## src/hw/dec_consts.vh

```
// Constants shared by the diagnostic event classifier design files
`ifndef DEC_CONSTS_VH
`define DEC_CONSTS_VH

// ----------------------------------------------------------------
// Fault count and field widths
// ----------------------------------------------------------------
`define DEC_NUM_FAULTS 40
`define DEC_NUM_W 6
`define DEC_LIMIT_W 16

// ----------------------------------------------------------------
// Error type codes
// ----------------------------------------------------------------
`define DEC_TYPE_NONE 3'h0
`define DEC_TYPE_SENSOR 3'h1
`define DEC_TYPE_PLANT 3'h2
`define DEC_TYPE_HANDLING 3'h4

// ----------------------------------------------------------------
// Maintenance classes
// ----------------------------------------------------------------
`define DEC_CLASS_NONE 3'h0
`define DEC_CLASS_FAILURE 3'h1
`define DEC_CLASS_MAINT 3'h2
`define DEC_CLASS_CHECK 3'h3
`define DEC_CLASS_OUTSPEC 3'h4

// ----------------------------------------------------------------
// Attribution codes, bit 0 internal and bit 1 external
// ----------------------------------------------------------------
`define DEC_ATTR_INT 2'h1
`define DEC_ATTR_EXT 2'h2
`define DEC_ATTR_BOTH 2'h3

// ----------------------------------------------------------------
// Event identifier upper parts
// ----------------------------------------------------------------
`define DEC_ID_SENSOR_FAIL 24'hF56010
`define DEC_ID_SENSOR_MAINT 24'hFD6010
`define DEC_ID_PLANT 24'hF96010
`define DEC_ID_HANDLING 24'hF76010

// ----------------------------------------------------------------
// Fault vector indices (fault number minus one)
// ----------------------------------------------------------------
`define DEC_IDX_EMPTY_LINE 26
`define DEC_IDX_ZERO_SPREAD 28
`define DEC_IDX_ZERO_OFFSET 29
`define DEC_IDX_LOST_IRQ 35

// ----------------------------------------------------------------
// Register byte offsets
// ----------------------------------------------------------------
`define DEC_OFS_CTRL 6'h00
`define DEC_OFS_STATUS 6'h04
`define DEC_OFS_FAULTS_LO 6'h08
`define DEC_OFS_FAULTS_HI 6'h0C
`define DEC_OFS_REPORT 6'h10
`define DEC_OFS_REPORT_ID 6'h14
`define DEC_OFS_EMPTY_LIMIT 6'h18
`define DEC_OFS_SPREAD_LIMIT 6'h1C
`define DEC_OFS_OFFSET_LIMIT 6'h20

// ----------------------------------------------------------------
// Register fields and reset values
// ----------------------------------------------------------------
`define DEC_CTRL_ENABLE 0
`define DEC_CTRL_CLR_LOST 1
`define DEC_CTRL_RESET 1'h1
`define DEC_EMPTY_LIMIT_RESET 16'h0000
`define DEC_ZERO_LIMIT_RESET 16'hFFFF
`define DEC_REP_COMING 31

`endif

```

## src/hw/dec_sync.v

```verilog
// Two-stage synchroniser for a vector of fault levels
`timescale 1ns/100ps
`default_nettype none

module dec_sync #(
    parameter WIDTH = 40
) (
    // Clock and reset
    input wire clk_in,
    input wire rst_b_in,
    // Level vector
    input wire [WIDTH-1:0] async_in,
    output wire [WIDTH-1:0] sync_out
);

    // ----------------------------------------------------------------
    // Synchroniser stages
    // ----------------------------------------------------------------
    reg [WIDTH-1:0] stage_a; // First stage, read by stage_b only
    reg [WIDTH-1:0] stage_b; // Second stage, safe to use

    // Both stages clear on reset so no phantom faults appear
    always @(posedge clk_in) begin
        if (!rst_b_in) begin
            stage_a <= {WIDTH{1'b0}};
            stage_b <= {WIDTH{1'b0}};
        end else begin
            stage_a <= async_in;
            stage_b <= stage_a;
        end
    end

    assign sync_out = stage_b;

endmodule // dec_sync

`default_nettype wire

```

## src/hw/dec_attr.v

```verilog
// Attribute lookup: type, class, attribution and event id per fault number
`timescale 1ns/100ps
`default_nettype none
`include "dec_consts.vh"

module dec_attr (
    // Fault number, 1 to 40
    input wire [5:0] num_in,
    // Attributes
    output reg [2:0] type_out,
    output reg [2:0] class_out,
    output reg [1:0] attr_out,
    output reg [31:0] id_out
);

    // ----------------------------------------------------------------
    // Lookup table, a pure decode of the number
    // ----------------------------------------------------------------
    always @* begin
        type_out = `DEC_TYPE_SENSOR;
        class_out = `DEC_CLASS_FAILURE;
        attr_out = `DEC_ATTR_INT;
        id_out = {`DEC_ID_SENSOR_FAIL, 2'h0, num_in};
        if (num_in >= 6'h0D && num_in <= 6'h10) begin
            // Sensor memory faults
            class_out = `DEC_CLASS_MAINT;
            attr_out = `DEC_ATTR_BOTH;
            id_out = {`DEC_ID_SENSOR_MAINT, 2'h0, num_in};
        end else if (num_in == 6'h27 || num_in == 6'h28) begin
            // Link and supply faults
            class_out = `DEC_CLASS_MAINT;
            attr_out = `DEC_ATTR_BOTH;
            id_out = {`DEC_ID_SENSOR_MAINT, 2'h0, num_in};
        end else if (num_in == 6'h11) begin
            // Transmitter overheating
            class_out = `DEC_CLASS_MAINT;
        end else if (num_in >= 6'h13 && num_in <= 6'h1E) begin
            // Plant condition faults, all external
            type_out = `DEC_TYPE_PLANT;
            attr_out = `DEC_ATTR_EXT;
            id_out = {`DEC_ID_PLANT, 2'h0, num_in};
            if (num_in <= 6'h18) begin
                class_out = `DEC_CLASS_CHECK;
            end else if (num_in <= 6'h1A) begin
                class_out = `DEC_CLASS_MAINT;
            end else begin
                class_out = `DEC_CLASS_OUTSPEC;
            end
        end else if (num_in == 6'h1F) begin
            // Totalizer setup value error
            class_out = `DEC_CLASS_OUTSPEC;
            attr_out = `DEC_ATTR_EXT;
        end
    end

endmodule // dec_attr

`default_nettype wire

```

## src/hw/dec_top.v

```verilog
// Diagnostic event classifier: fault tracking, event reports and register slave
//
// Contract
// - Type code: 0 none, 1 sensor, 2 plant, 4 handling
// - Fault onset reported with report MSB set
// - Fault removal reported with report MSB cleared
// - Handling faults are single events, never cleared
// - Sensor faults internal, raise group fault indication
// - Plant faults external, raise group fault indication
// - Handling faults external, no lamp lit
// - Class: 1 failure, 2 maintenance, 3 check, 4 outspec
// - Sensor fault lights sensor lamp and summary bit
// - Plant fault lights plant lamp and summary bit
// - Failure sensor faults use F56010 plus number
// - Faults 13-16, 39, 40: maintenance, both, FD6010
// - Overheating: maintenance, internal, identifier ending 11
// - Faults 19-30 external, F96010, classes by range
// - Empty line when density below threshold
// - Zero spread and zero offset limit faults
// - Totalizer setup: outspec, external, ends 1F
// - Restart, code, lost interrupt, parameter, lifebit failures
// - Fault flag reads one while fault present
// - Lost interrupt when report still unread
`timescale 1ns/100ps
`default_nettype none
`include "dec_consts.vh"

module dec_top #(
    parameter NUM_FAULTS = 40,
    parameter LIMIT_W = 16
) (
    // Clock and reset
    input wire CLK_IN,
    input wire RST_B_IN,
    // Fault levels from detection logic, asynchronous
    input wire [NUM_FAULTS-1:0] FAULT_IN,
    // Measurements, same clock
    input wire [LIMIT_W-1:0] DENSITY_IN,
    input wire [LIMIT_W-1:0] ZERO_SPREAD_IN,
    input wire [LIMIT_W-1:0] ZERO_OFFSET_IN,
    // Handling fault events, same clock
    input wire HANDLING_EVT_IN,
    input wire [5:0] HANDLING_CODE_IN,
    // Avalon-MM slave
    input wire [3:0] AVS_ADDRESS_IN,
    input wire AVS_READ_IN,
    input wire AVS_WRITE_IN,
    input wire [31:0] AVS_WRITEDATA_IN,
    input wire [3:0] AVS_BYTEENABLE_IN,
    output wire [31:0] AVS_READDATA_OUT,
    output wire AVS_WAITREQUEST_OUT,
    // Lamps and summary indications
    output wire SENSOR_LAMP_OUT,
    output wire PLANT_LAMP_OUT,
    output wire GROUP_FAULT_OUT,
    output wire REPORT_PENDING_OUT
);

    // ----------------------------------------------------------------
    // Functions
    // ----------------------------------------------------------------

    // Lowest index where two vectors differ; bit 6 is the found flag
    function [6:0] dec_first_diff;
        input [NUM_FAULTS-1:0] diff;
        integer k;
        begin
            dec_first_diff = 7'h00;
            for (k = NUM_FAULTS - 1; k >= 0; k = k - 1) begin
                if (diff[k]) begin
                    dec_first_diff = {1'b1, k[5:0]};
                end
            end
        end
    endfunction

    // Byte lane merge of a write into a stored limit, sized to the limit
    function [LIMIT_W-1:0] dec_merge;
        input [LIMIT_W-1:0] old_word;
        input [31:0] new_word;
        input [3:0] lanes;
        integer b;
        begin
            dec_merge = old_word;
            for (b = 0; b < LIMIT_W / 8; b = b + 1) begin
                if (lanes[b]) begin
                    dec_merge[b*8 +: 8] = new_word[b*8 +: 8];
                end
            end
        end
    endfunction

    // ----------------------------------------------------------------
    // Declarations
    // ----------------------------------------------------------------
    wire [NUM_FAULTS-1:0] pin_fault; // Synchronised fault levels
    wire [NUM_FAULTS-1:0] cur_fault; // Present fault state
    reg [NUM_FAULTS-1:0] seen_fault; // Last state already reported
    reg [NUM_FAULTS-1:0] sensor_mask; // Faults typed as sensor faults
    reg lost_irq; // Sticky lost-interrupt fault
    reg report_enable; // Software enable for reports
    reg [LIMIT_W-1:0] empty_limit; // Empty line density threshold
    reg [LIMIT_W-1:0] spread_limit; // Zero spread limit
    reg [LIMIT_W-1:0] offset_limit; // Zero offset limit
    reg empty_line; // Comparator results, registered
    reg zero_spread;
    reg zero_offset;
    reg sensor_lamp; // Lamp and summary flip-flops
    reg plant_lamp;
    reg group_fault;
    reg pending; // A report waits for the host
    reg [31:0] rep_word; // Held report word
    reg [31:0] rep_id; // Held event identifier
    reg ack; // Second cycle of a bus access
    reg [31:0] rdata; // Registered read data
    wire [6:0] first; // Scan result
    wire [5:0] scan_num; // Fault number of scan result
    wire [2:0] scan_type;
    wire [2:0] scan_class;
    wire [1:0] scan_attr;
    wire [31:0] scan_id;
    wire [5:0] byte_addr; // Byte address of access
    wire bus_req; // Any access
    wire bus_done; // Access completes at this edge
    wire wr_done; // Write completes
    wire pop; // Host consumes the held report
    wire slot_free; // Report slot free this cycle
    wire clr_lost; // Software clears lost-interrupt fault
    integer i;

    // ----------------------------------------------------------------
    // Input synchronisation
    // ----------------------------------------------------------------
    dec_sync #(
        .WIDTH(NUM_FAULTS)
    ) u_sync (
        .clk_in(CLK_IN),
        .rst_b_in(RST_B_IN),
        .async_in(FAULT_IN),
        .sync_out(pin_fault)
    );

    // ----------------------------------------------------------------
    // Present fault state
    // ----------------------------------------------------------------

    // Internally judged faults replace their pin bits
    genvar g;
    generate
        for (g = 0; g < NUM_FAULTS; g = g + 1) begin : g_cur
            if (g == `DEC_IDX_EMPTY_LINE) begin : g_empty
                assign cur_fault[g] = empty_line;
            end else if (g == `DEC_IDX_ZERO_SPREAD) begin : g_spread
                assign cur_fault[g] = zero_spread;
            end else if (g == `DEC_IDX_ZERO_OFFSET) begin : g_offset
                assign cur_fault[g] = zero_offset;
            end else if (g == `DEC_IDX_LOST_IRQ) begin : g_lost
                assign cur_fault[g] = lost_irq;
            end else begin : g_pin
                assign cur_fault[g] = pin_fault[g];
            end
        end
    endgenerate

    // Limit comparators, registered to keep timing short
    always @(posedge CLK_IN) begin
        if (!RST_B_IN) begin
            empty_line <= 1'b0;
            zero_spread <= 1'b0;
            zero_offset <= 1'b0;
        end else begin
            empty_line <= (DENSITY_IN < empty_limit);
            zero_spread <= (ZERO_SPREAD_IN > spread_limit);
            zero_offset <= (ZERO_OFFSET_IN > offset_limit);
        end
    end

    // ----------------------------------------------------------------
    // Type mask and lamps
    // ----------------------------------------------------------------

    // Sensor faults are 1 to 18 and 31 to 40, the rest are plant faults
    always @* begin
        for (i = 0; i < NUM_FAULTS; i = i + 1) begin
            sensor_mask[i] = (i < 18) || (i > 29);
        end
    end

    // Lamps follow the live state, so they clear with the last fault
    always @(posedge CLK_IN) begin
        if (!RST_B_IN) begin
            sensor_lamp <= 1'b0;
            plant_lamp <= 1'b0;
            group_fault <= 1'b0;
        end else begin
            sensor_lamp <= |(cur_fault & sensor_mask);
            plant_lamp <= |(cur_fault & ~sensor_mask);
            group_fault <= |cur_fault;
        end
    end

    // ----------------------------------------------------------------
    // Transition scan and attribute lookup
    // ----------------------------------------------------------------
    assign first = dec_first_diff(cur_fault ^ seen_fault);
    assign scan_num = first[5:0] + 6'h01;

    dec_attr u_attr (
        .num_in(scan_num),
        .type_out(scan_type),
        .class_out(scan_class),
        .attr_out(scan_attr),
        .id_out(scan_id)
    );

    // ----------------------------------------------------------------
    // Bus decode
    // ----------------------------------------------------------------
    assign byte_addr = {AVS_ADDRESS_IN, 2'b00};
    assign bus_req = AVS_READ_IN | AVS_WRITE_IN;
    assign bus_done = bus_req & ack;
    assign wr_done = AVS_WRITE_IN & ack;
    assign pop = AVS_READ_IN & ack & (byte_addr == `DEC_OFS_REPORT);
    assign clr_lost = wr_done && (byte_addr == `DEC_OFS_CTRL) && AVS_BYTEENABLE_IN[0]
        && AVS_WRITEDATA_IN[`DEC_CTRL_CLR_LOST];
    assign slot_free = ~pending | pop;

    // Every access waits exactly one cycle, then completes
    assign AVS_WAITREQUEST_OUT = bus_req & ~ack;

    // Wait-state flag and read data capture
    always @(posedge CLK_IN) begin
        if (!RST_B_IN) begin
            ack <= 1'b0;
            rdata <= 32'h00000000;
        end else if (bus_done) begin
            ack <= 1'b0;
        end else if (bus_req) begin
            ack <= 1'b1;
            case (byte_addr)
                `DEC_OFS_CTRL: rdata <= {31'h00000000, report_enable};
                `DEC_OFS_STATUS: rdata <= {28'h0000000, pending, group_fault, plant_lamp, sensor_lamp};
                `DEC_OFS_FAULTS_LO: rdata <= cur_fault[31:0];
                `DEC_OFS_FAULTS_HI: rdata <= {24'h000000, cur_fault[NUM_FAULTS-1:32]};
                `DEC_OFS_REPORT: rdata <= rep_word;
                `DEC_OFS_REPORT_ID: rdata <= rep_id;
                `DEC_OFS_EMPTY_LIMIT: rdata <= {16'h0000, empty_limit};
                `DEC_OFS_SPREAD_LIMIT: rdata <= {16'h0000, spread_limit};
                `DEC_OFS_OFFSET_LIMIT: rdata <= {16'h0000, offset_limit};
                default: rdata <= 32'h00000000;
            endcase
        end
    end

    assign AVS_READDATA_OUT = rdata;

    // ----------------------------------------------------------------
    // Writable registers
    // ----------------------------------------------------------------

    // Writes take effect at the completing edge only
    always @(posedge CLK_IN) begin
        if (!RST_B_IN) begin
            report_enable <= `DEC_CTRL_RESET;
            empty_limit <= `DEC_EMPTY_LIMIT_RESET;
            spread_limit <= `DEC_ZERO_LIMIT_RESET;
            offset_limit <= `DEC_ZERO_LIMIT_RESET;
        end else if (wr_done) begin
            case (byte_addr)
                `DEC_OFS_CTRL: begin
                    if (AVS_BYTEENABLE_IN[0]) begin
                        report_enable <= AVS_WRITEDATA_IN[`DEC_CTRL_ENABLE];
                    end
                end
                `DEC_OFS_EMPTY_LIMIT: begin
                    empty_limit <= dec_merge(empty_limit, AVS_WRITEDATA_IN, AVS_BYTEENABLE_IN);
                end
                `DEC_OFS_SPREAD_LIMIT: begin
                    spread_limit <= dec_merge(spread_limit, AVS_WRITEDATA_IN, AVS_BYTEENABLE_IN);
                end
                `DEC_OFS_OFFSET_LIMIT: begin
                    offset_limit <= dec_merge(offset_limit, AVS_WRITEDATA_IN, AVS_BYTEENABLE_IN);
                end
                default: begin
                    // Read-only or unmapped, write ignored
                end
            endcase
        end
    end

    // ----------------------------------------------------------------
    // Lost interrupt fault
    // ----------------------------------------------------------------

    // A handling event finding the slot busy is lost; set beats clear
    always @(posedge CLK_IN) begin
        if (!RST_B_IN) begin
            lost_irq <= 1'b0;
        end else if (HANDLING_EVT_IN && report_enable && !slot_free) begin
            lost_irq <= 1'b1;
        end else if (clr_lost) begin
            lost_irq <= 1'b0;
        end
    end

    // ----------------------------------------------------------------
    // Report generation
    // ----------------------------------------------------------------

    // Handling events take the slot first; they cannot wait, level
    // changes can since the scan finds them again next cycle
    always @(posedge CLK_IN) begin
        if (!RST_B_IN) begin
            pending <= 1'b0;
            rep_word <= 32'h00000000;
            rep_id <= 32'h00000000;
            seen_fault <= {NUM_FAULTS{1'b0}};
        end else if (!report_enable) begin
            // Track silently so enabling gives no burst of stale changes
            seen_fault <= cur_fault;
            if (pop) begin
                pending <= 1'b0;
            end
        end else if (slot_free && HANDLING_EVT_IN) begin
            pending <= 1'b1;
            // Event only, no going report ever follows
            rep_word <= {1'b1, 12'h000, `DEC_TYPE_HANDLING, 1'b0, `DEC_CLASS_CHECK,
                2'b00, `DEC_ATTR_EXT, 2'b00, HANDLING_CODE_IN};
            rep_id <= {`DEC_ID_HANDLING, 2'b00, HANDLING_CODE_IN};
        end else if (slot_free && first[6]) begin
            pending <= 1'b1;
            seen_fault[first[5:0]] <= cur_fault[first[5:0]];
            // Onset sets the top bit, removal clears it
            rep_word <= {cur_fault[first[5:0]], 12'h000, scan_type, 1'b0, scan_class,
                2'b00, scan_attr, 2'b00, scan_num};
            rep_id <= scan_id;
        end else if (pop) begin
            pending <= 1'b0;
        end
    end

    // ----------------------------------------------------------------
    // Outputs
    // ----------------------------------------------------------------
    assign SENSOR_LAMP_OUT = sensor_lamp;
    assign PLANT_LAMP_OUT = plant_lamp;
    assign GROUP_FAULT_OUT = group_fault;
    assign REPORT_PENDING_OUT = pending;

endmodule // dec_top

`default_nettype wire

```

## config.mk

```make
export PLATFORM = sky130hd
export DESIGN_NAME = dec_top
export DESIGN_NICKNAME = d
export VERILOG_FILES = /design/src/hw/dec_sync.v /design/src/hw/dec_attr.v /design/src/hw/dec_top.v
export VERILOG_INCLUDE_DIRS = /design/src /design/src/hw
export SDC_FILE = /design/constraint.sdc
export NUM_CORES = 1
export LEC_CHECK = 0
export ABC_AREA = 1
export BUFFER_PORTS_ARGS = -buffer_cell sky130_fd_sc_hd__buf_2
export CAP_MARGIN = 20
export CORE_AREA = 2 2 169 171
export CTS_CLUSTER_DIAMETER = 80
export DETAILED_ROUTE_END_ITERATION = 16
export DIE_AREA = 0 0 171 173
export PLACE_DENSITY = 0.72
export SYNTH_ARGS = -nofsm -noshare
export SYNTH_HDL_FRONTEND = slang
export SYNTH_HIERARCHICAL = 1
export SYNTH_SLANG_ARGS = --single-unit
```

## constraint.sdc

```tcl
create_clock -name CLK_IN -period 4.31 [get_ports CLK_IN]
set_input_delay 1.293 -clock CLK_IN [delete_from_list [all_inputs] [get_ports CLK_IN]]
set_output_delay 1.293 -clock CLK_IN [all_outputs]
set_load 0.01 [all_outputs]
```

==> metrics.txt, run 1 <==
status=complete, but fails checks; failing checks=negative setup slack; Initial Util=48.5%; total power=6.17 mW; Worst R2R Setup Slack=-120 ps; CTS max path bufs=3; CTS Hold Buffers Added=0; vias in the first global route=12600; worst path bufs/invs=6; Yosys warnings=6; H-Tree Depth=1; synthesized cell area=13400 µm²; syn_area_per_cell=6.90 µm²; post-route clock period utilization=103%; Crit path largest cell delay=430 ps; WL/cell=16.8 µm; CP Class=reg -> reg; clock slew seen by the registers of the worst setup and hold paths=60 ps; Post-layout nets=2319; vias per inst=5.39; Clock Tree Root=clkbuf_16; post-place setup slack=-190 ps; CP Max Fanout=11; time the worst path needs with I/O delays and setup=4430 ps; PwrDens=381 nW/µm²; die height=173 µm; Final HPWL DP=30100 µm; # rows=61; GRT overflow=0; layout cell share with drive strength beyond 1=17.5%; family with the most delay on the worst path=compound AO/OA/AOI/OAI gates; final setup vio count=39; cts bufs inserted=26; Die ar.=29600 µm²; Synth Instances=1943; Peak VDD IR=0.270 mV; clk_skew=16.9 ps; max-cap viol count=0; Top cell by count, worst path=a21oi_1; initial antenna violation count=1; Antenna Nets Post-Route=0; Crit-path slowest cell=nor2_1; Final Hold Fails=0; routed wire length=42600 µm; Worst EP required=4690 ps; crit path capture type=flop; Boundary Pins=176; routability cong.=0.963; via count=13600; worst skew pair latency=540 ps; Peak Freq=0.226 GHz; CTS tree=built; Worst Max-Slew Pin Slew=1090 ps; gr usage total=27.3%; CP startpoint kind=flop; Slew Viols, Final=0; Pre-antenna DRT Iters=5; RSZ-0062 raised after global routing=yes; DRT iter0 DRCs=1270; Hold Crit Class=reg -> reg; global-route wire length before repair=65000 µm; CTS Sinks=249; max_slew headroom=27.3%; Layout area overhead=20.7%; DRC Markers=0; largest net degree at the start of global routing=86; Worst EP arrival=4820 ps; port buffer count=153; core footprint=27600 µm²; fin util=58.6%; Die X=171 µm; Final WS setup=-124 ps; cell leakage power=7.78 nW
[tightest hold or removal path, cell delays in order (launching register included)]
cell     delay (ps)
dfxtp_1         300
nand2_1          40
inv_1            40
[sequential cells by signal (all words and copies together), names as in the netlist, 15 cells and up]
register	count
empty_limit	16
offset_limit	16
spread_limit	16
rep_word	15
u_sync/stage_a	36
rep_id	32
u_sync/sync_out	36
AVS_READDATA_OUT	32
seen_fault	40
[path summary, 6_finish.rpt]
check | start | endpoint | depth (start not counted)
setup / recovery | seen_fault[34] | seen_fault[25] | 28
hold / removal | u_sync/stage_a[12] | u_sync/sync_out[12] | 2
setup reg to reg | seen_fault[34] | seen_fault[25] | 28
hold reg to reg | u_sync/stage_a[12] | u_sync/sync_out[12] | 2
[stage by stage]
| step | std cells | cell area, µm² | hold WS, ps | TNS (ps) |
|---|---|---|---|---|
| 5_1_grt | 2529 | 16200 | 424 | -23880 |
| 3_3_place_gp | 2461 | 14700 | 395 | -902 |
| 6_report | 2530 | 16200 | 410 | -3560 |
| 4_1_cts | 2514 | 15800 | 409 | -254 |
| 3_5_place_dp | 2462 | 14800 | 395 | -1130 |
| 2_1_floorplan | 1966 | 13500 | 390 | 0 |
[layout make-up]
cell class                 instances  area, µm²
fill                            2625      11400
multi-input combinational       1281       6900
sequential                       249       4990
timing repair buffer             256       1730
inverter                         318       1200
clock buffer                      36        759
tap                              378        473
clock inverter                    11        120
antenna                            1       2.50
[placed cells by master (no fill, tap or decap), types with 5 or more instances in the layout]
cell type	instances
a21oi_2	8
nor3_1	34
buf_6	6
buf_4	86
nand2_1	427
o221ai_1	7
ha_1	47
clkbuf_8	5
xor2_1	22
clkbuf_16	32
nand3_1	40
o211ai_1	39
o22ai_1	34
inv_2	7
conb_1	25
o2111ai_1	5
dfxtp_1	245
buf_2	152
nand2_2	22
a21oi_1	157
inv_1	304
nand3_2	6
o21ai_0	95
nor2_1	137
clkinv_2	5
a31oi_1	14
a211oi_1	17
nor4_1	8
o31ai_1	9
nand4_1	66
xnor2_1	18
[power by group]
group / switching (mW) / leakage [nW] / internal (mW) / total (mW)
Combinational: 0.856 / 5.32 / 0.570 / 1.43
Sequential: 0.0498 / 2.04 / 2.38 / 2.43
Clock: 0.958 / 0.426 / 1.35 / 2.31
[routing by layer]
metal	GRT usage (%)	wire length [µm]
met5	0	0
met4	10.9	1820
met3	3.07	3170
met2	46.1	20000
met1	35.4	17700
[what timing repair did]
action / 4_1_cts / 5_1_grt
gates cloned: 0 / 7
endpoints found under the setup margin: 37 / 52
pin swaps: 8 / 16
resized for setup: 32 / 53
setup buffers: 5 / 7
Power figures use the tool's default switching activity.
==> inputs of run 2 (changes only) <==
Settings changed: CORE_AREA 2 2 169 171 to 2 2 151 190, DIE_AREA 0 0 171 173 to 0 0 153 192, PLACE_DENSITY 0.72 to 0.73, RECOVER_POWER from default to 25.
==> run 2 against run 1 <==
Setup slack got worse by 130 ps. First-iteration DRC count fell by 26%. Die area fell by 0.70%. Design area barely moved. Largest power group unchanged. Sequential power barely moved. Clock-buffer cell count fell by 5. Largest cell class unchanged. Flip-flop and latch count did not move. Sequential share of layout area barely moved. Clock skew rose by 1.7 ps. The run ends with max-capacitance violations, max-slew violations, negative setup slack left.
==> metrics.txt, run 2 (synthesized netlist as in run 1, its figures left out) <==
CTS tree=built; largest net degree at the start of global routing=80; Initial Util=48.8%; vias in the first global route=13000; commonest cells after routing, fill and taps aside=425 x nand2_1, 304 x inv_1, 245 x dfxtp_1; failing checks=max-capacitance violations, max-slew violations, negative setup slack; sw frac=30.0%; R2R Path Start=u_sync/sync_out[38]; routability cong.=0.956; Sum Neg Setup Slack=-9250 ps; Worst EP arrival=5020 ps; Layout area overhead=20.8%; Hold Crit Class=reg -> reg; max_slew headroom=-90.3%; worst skew pair latency=540 ps; sequential power share=39.5%; Die X=153 µm; vias per inst=5.44; cell leakage power=7.81 nW; Inserted Diodes=0; Antenna Nets Post-Route=0; sw power=1.85 mW; Inst Count DP=2440; max reg flops=40; CP Class=reg -> reg; DRC Markers=0; reg2reg path depth=55; port buffer count=153; clk_skew=18.6 ps; PwrDens=380 nW/µm²; Crit-path slowest cell=dfxtp_4; Clk network pwr share=37.8%; largest register by flop count=seen_fault; RSZ-0062 raised after global routing=yes; layout cell share with drive strength beyond 1=17.8%; Min-Delay Endpoint=u_sync/sync_out[1]; Peak VDD IR=0.248 mV; WHS Path Cells=2; Combinational Power Share=22.7%; GRT overflow=0; Final WS setup=-251 ps; via count=13600; CTS Sinks=249; clock slew seen by the registers of the worst setup and hold paths=70 ps; routed wire length=43000 µm; Top cell by count, worst path=nand2_1; final setup vio count=50; post-route clock period utilization=106%; Post-Layout Cell Count=2505; Worst Max-Slew Pin Slew=2850 ps; CP Max Fanout=14; cts bufs inserted=25; status=complete, but fails checks; Die ar.=29400 µm²; worst r2r dst=seen_fault[38]; gr usage total=27.8%; CP startpoint kind=flop; Slew Viols, Final=73; Pre-antenna DRT Iters=5; H-Tree Depth=1; max-cap viol count=1; hold_sp=u_sync/stage_a[1]; Boundary Pins=176; Worst R2R Setup Slack=-250 ps; initial antenna violation count=0; Final HPWL DP=30500 µm; Final Hold Fails=0; final hold slack=400 ps; Critical Path Start=u_sync/sync_out[38]; Clock Tree Root=clkbuf_16; die height=192 µm; global-route wire length before repair=66000 µm; Pint=4.30 mW; core footprint=27500 µm²; Post-layout nets=2324; commonest non-fill, non-tap cell in the layout=nand2_1; # rows=68; Worst EP required=4770 ps; time the worst path needs with I/O delays and setup=4560 ps; Crit path largest cell delay=360 ps; Peak Freq=0.219 GHz; total power=6.15 mW; crit path capture type=flop; FILL cells=2577; DRT iter0 DRCs=946; WL/cell=17.2 µm; CTS max path bufs=3
## run 2: area by class of cell
class | count | area (µm²) | share of cell area, %
Clock buffer | 31 | 688 | 4.25
Tap cell | 350 | 438 | 2.70
Clock inverter | 14 | 186 | 1.15
Sequential cell | 249 | 4990 | 30.9
Inverter | 318 | 1200 | 7.44
Multi-Input combinational cell | 1282 | 6930 | 42.8
Timing Repair Buffer | 261 | 1750 | 10.8
## run 2: power groups by stage
stage          clock network, mW  logic [mW]  registers, mW
6_report                    2.32        1.39           2.43
5_1_grt                     2.45        1.49           2.43
4_1_cts                     2.35        1.14           2.43
3_5_place_dp                   0        1.12           2.48
3_3_place_gp                   0        1.09           2.48
2_1_floorplan                  0       0.709           2.47
## run 2: critical path: cells and delay by family (launching register included)
kind                   cells  cell delay, ps
buffers and inverters      5             590
flip-flops                 1             360
AND/OR/NAND/NOR           49            3350
AO/OA/AOI/OAI              1             160
## run 2: how the worst max path moves through the flow
stage                           to  slack [ps]
detailed placement     rep_word[8]        -170
floorplan              rep_word[9]         110
CTS                    rep_word[9]         -50
global route        seen_fault[32]        -670
global placement       rep_word[8]        -130
finish              seen_fault[38]        -250
## run 2: through the flow
stage	setup slack [ps]	util (%)	area (µm²)
2_1_floorplan	112	-	13500
5_1_grt	-675	58.9	16200
6_report	-251	58.9	16200
4_1_cts	-46.6	57.2	15700
3_5_place_dp	-166	53.7	14800
3_3_place_gp	-134	53.6	14700
## run 2: layer usage
| layer | wire length, µm | track usage [%] |
|---|---|---|
| met4 | 2430 | 15.4 |
| met1 | 16700 | 32.1 |
| met3 | 2820 | 3.38 |
| met2 | 21100 | 49.9 |
| met5 | 0 | 0 |
## run 2: timing repair
item | 4_1_cts | 5_1_grt
resized for setup | 24 | 68
buffers inserted | 5 | 8
hold buffers | 0 | 0
cloned | 0 | 7
endpoints found under the setup margin | 31 | 57
pin swaps | 12 | 45
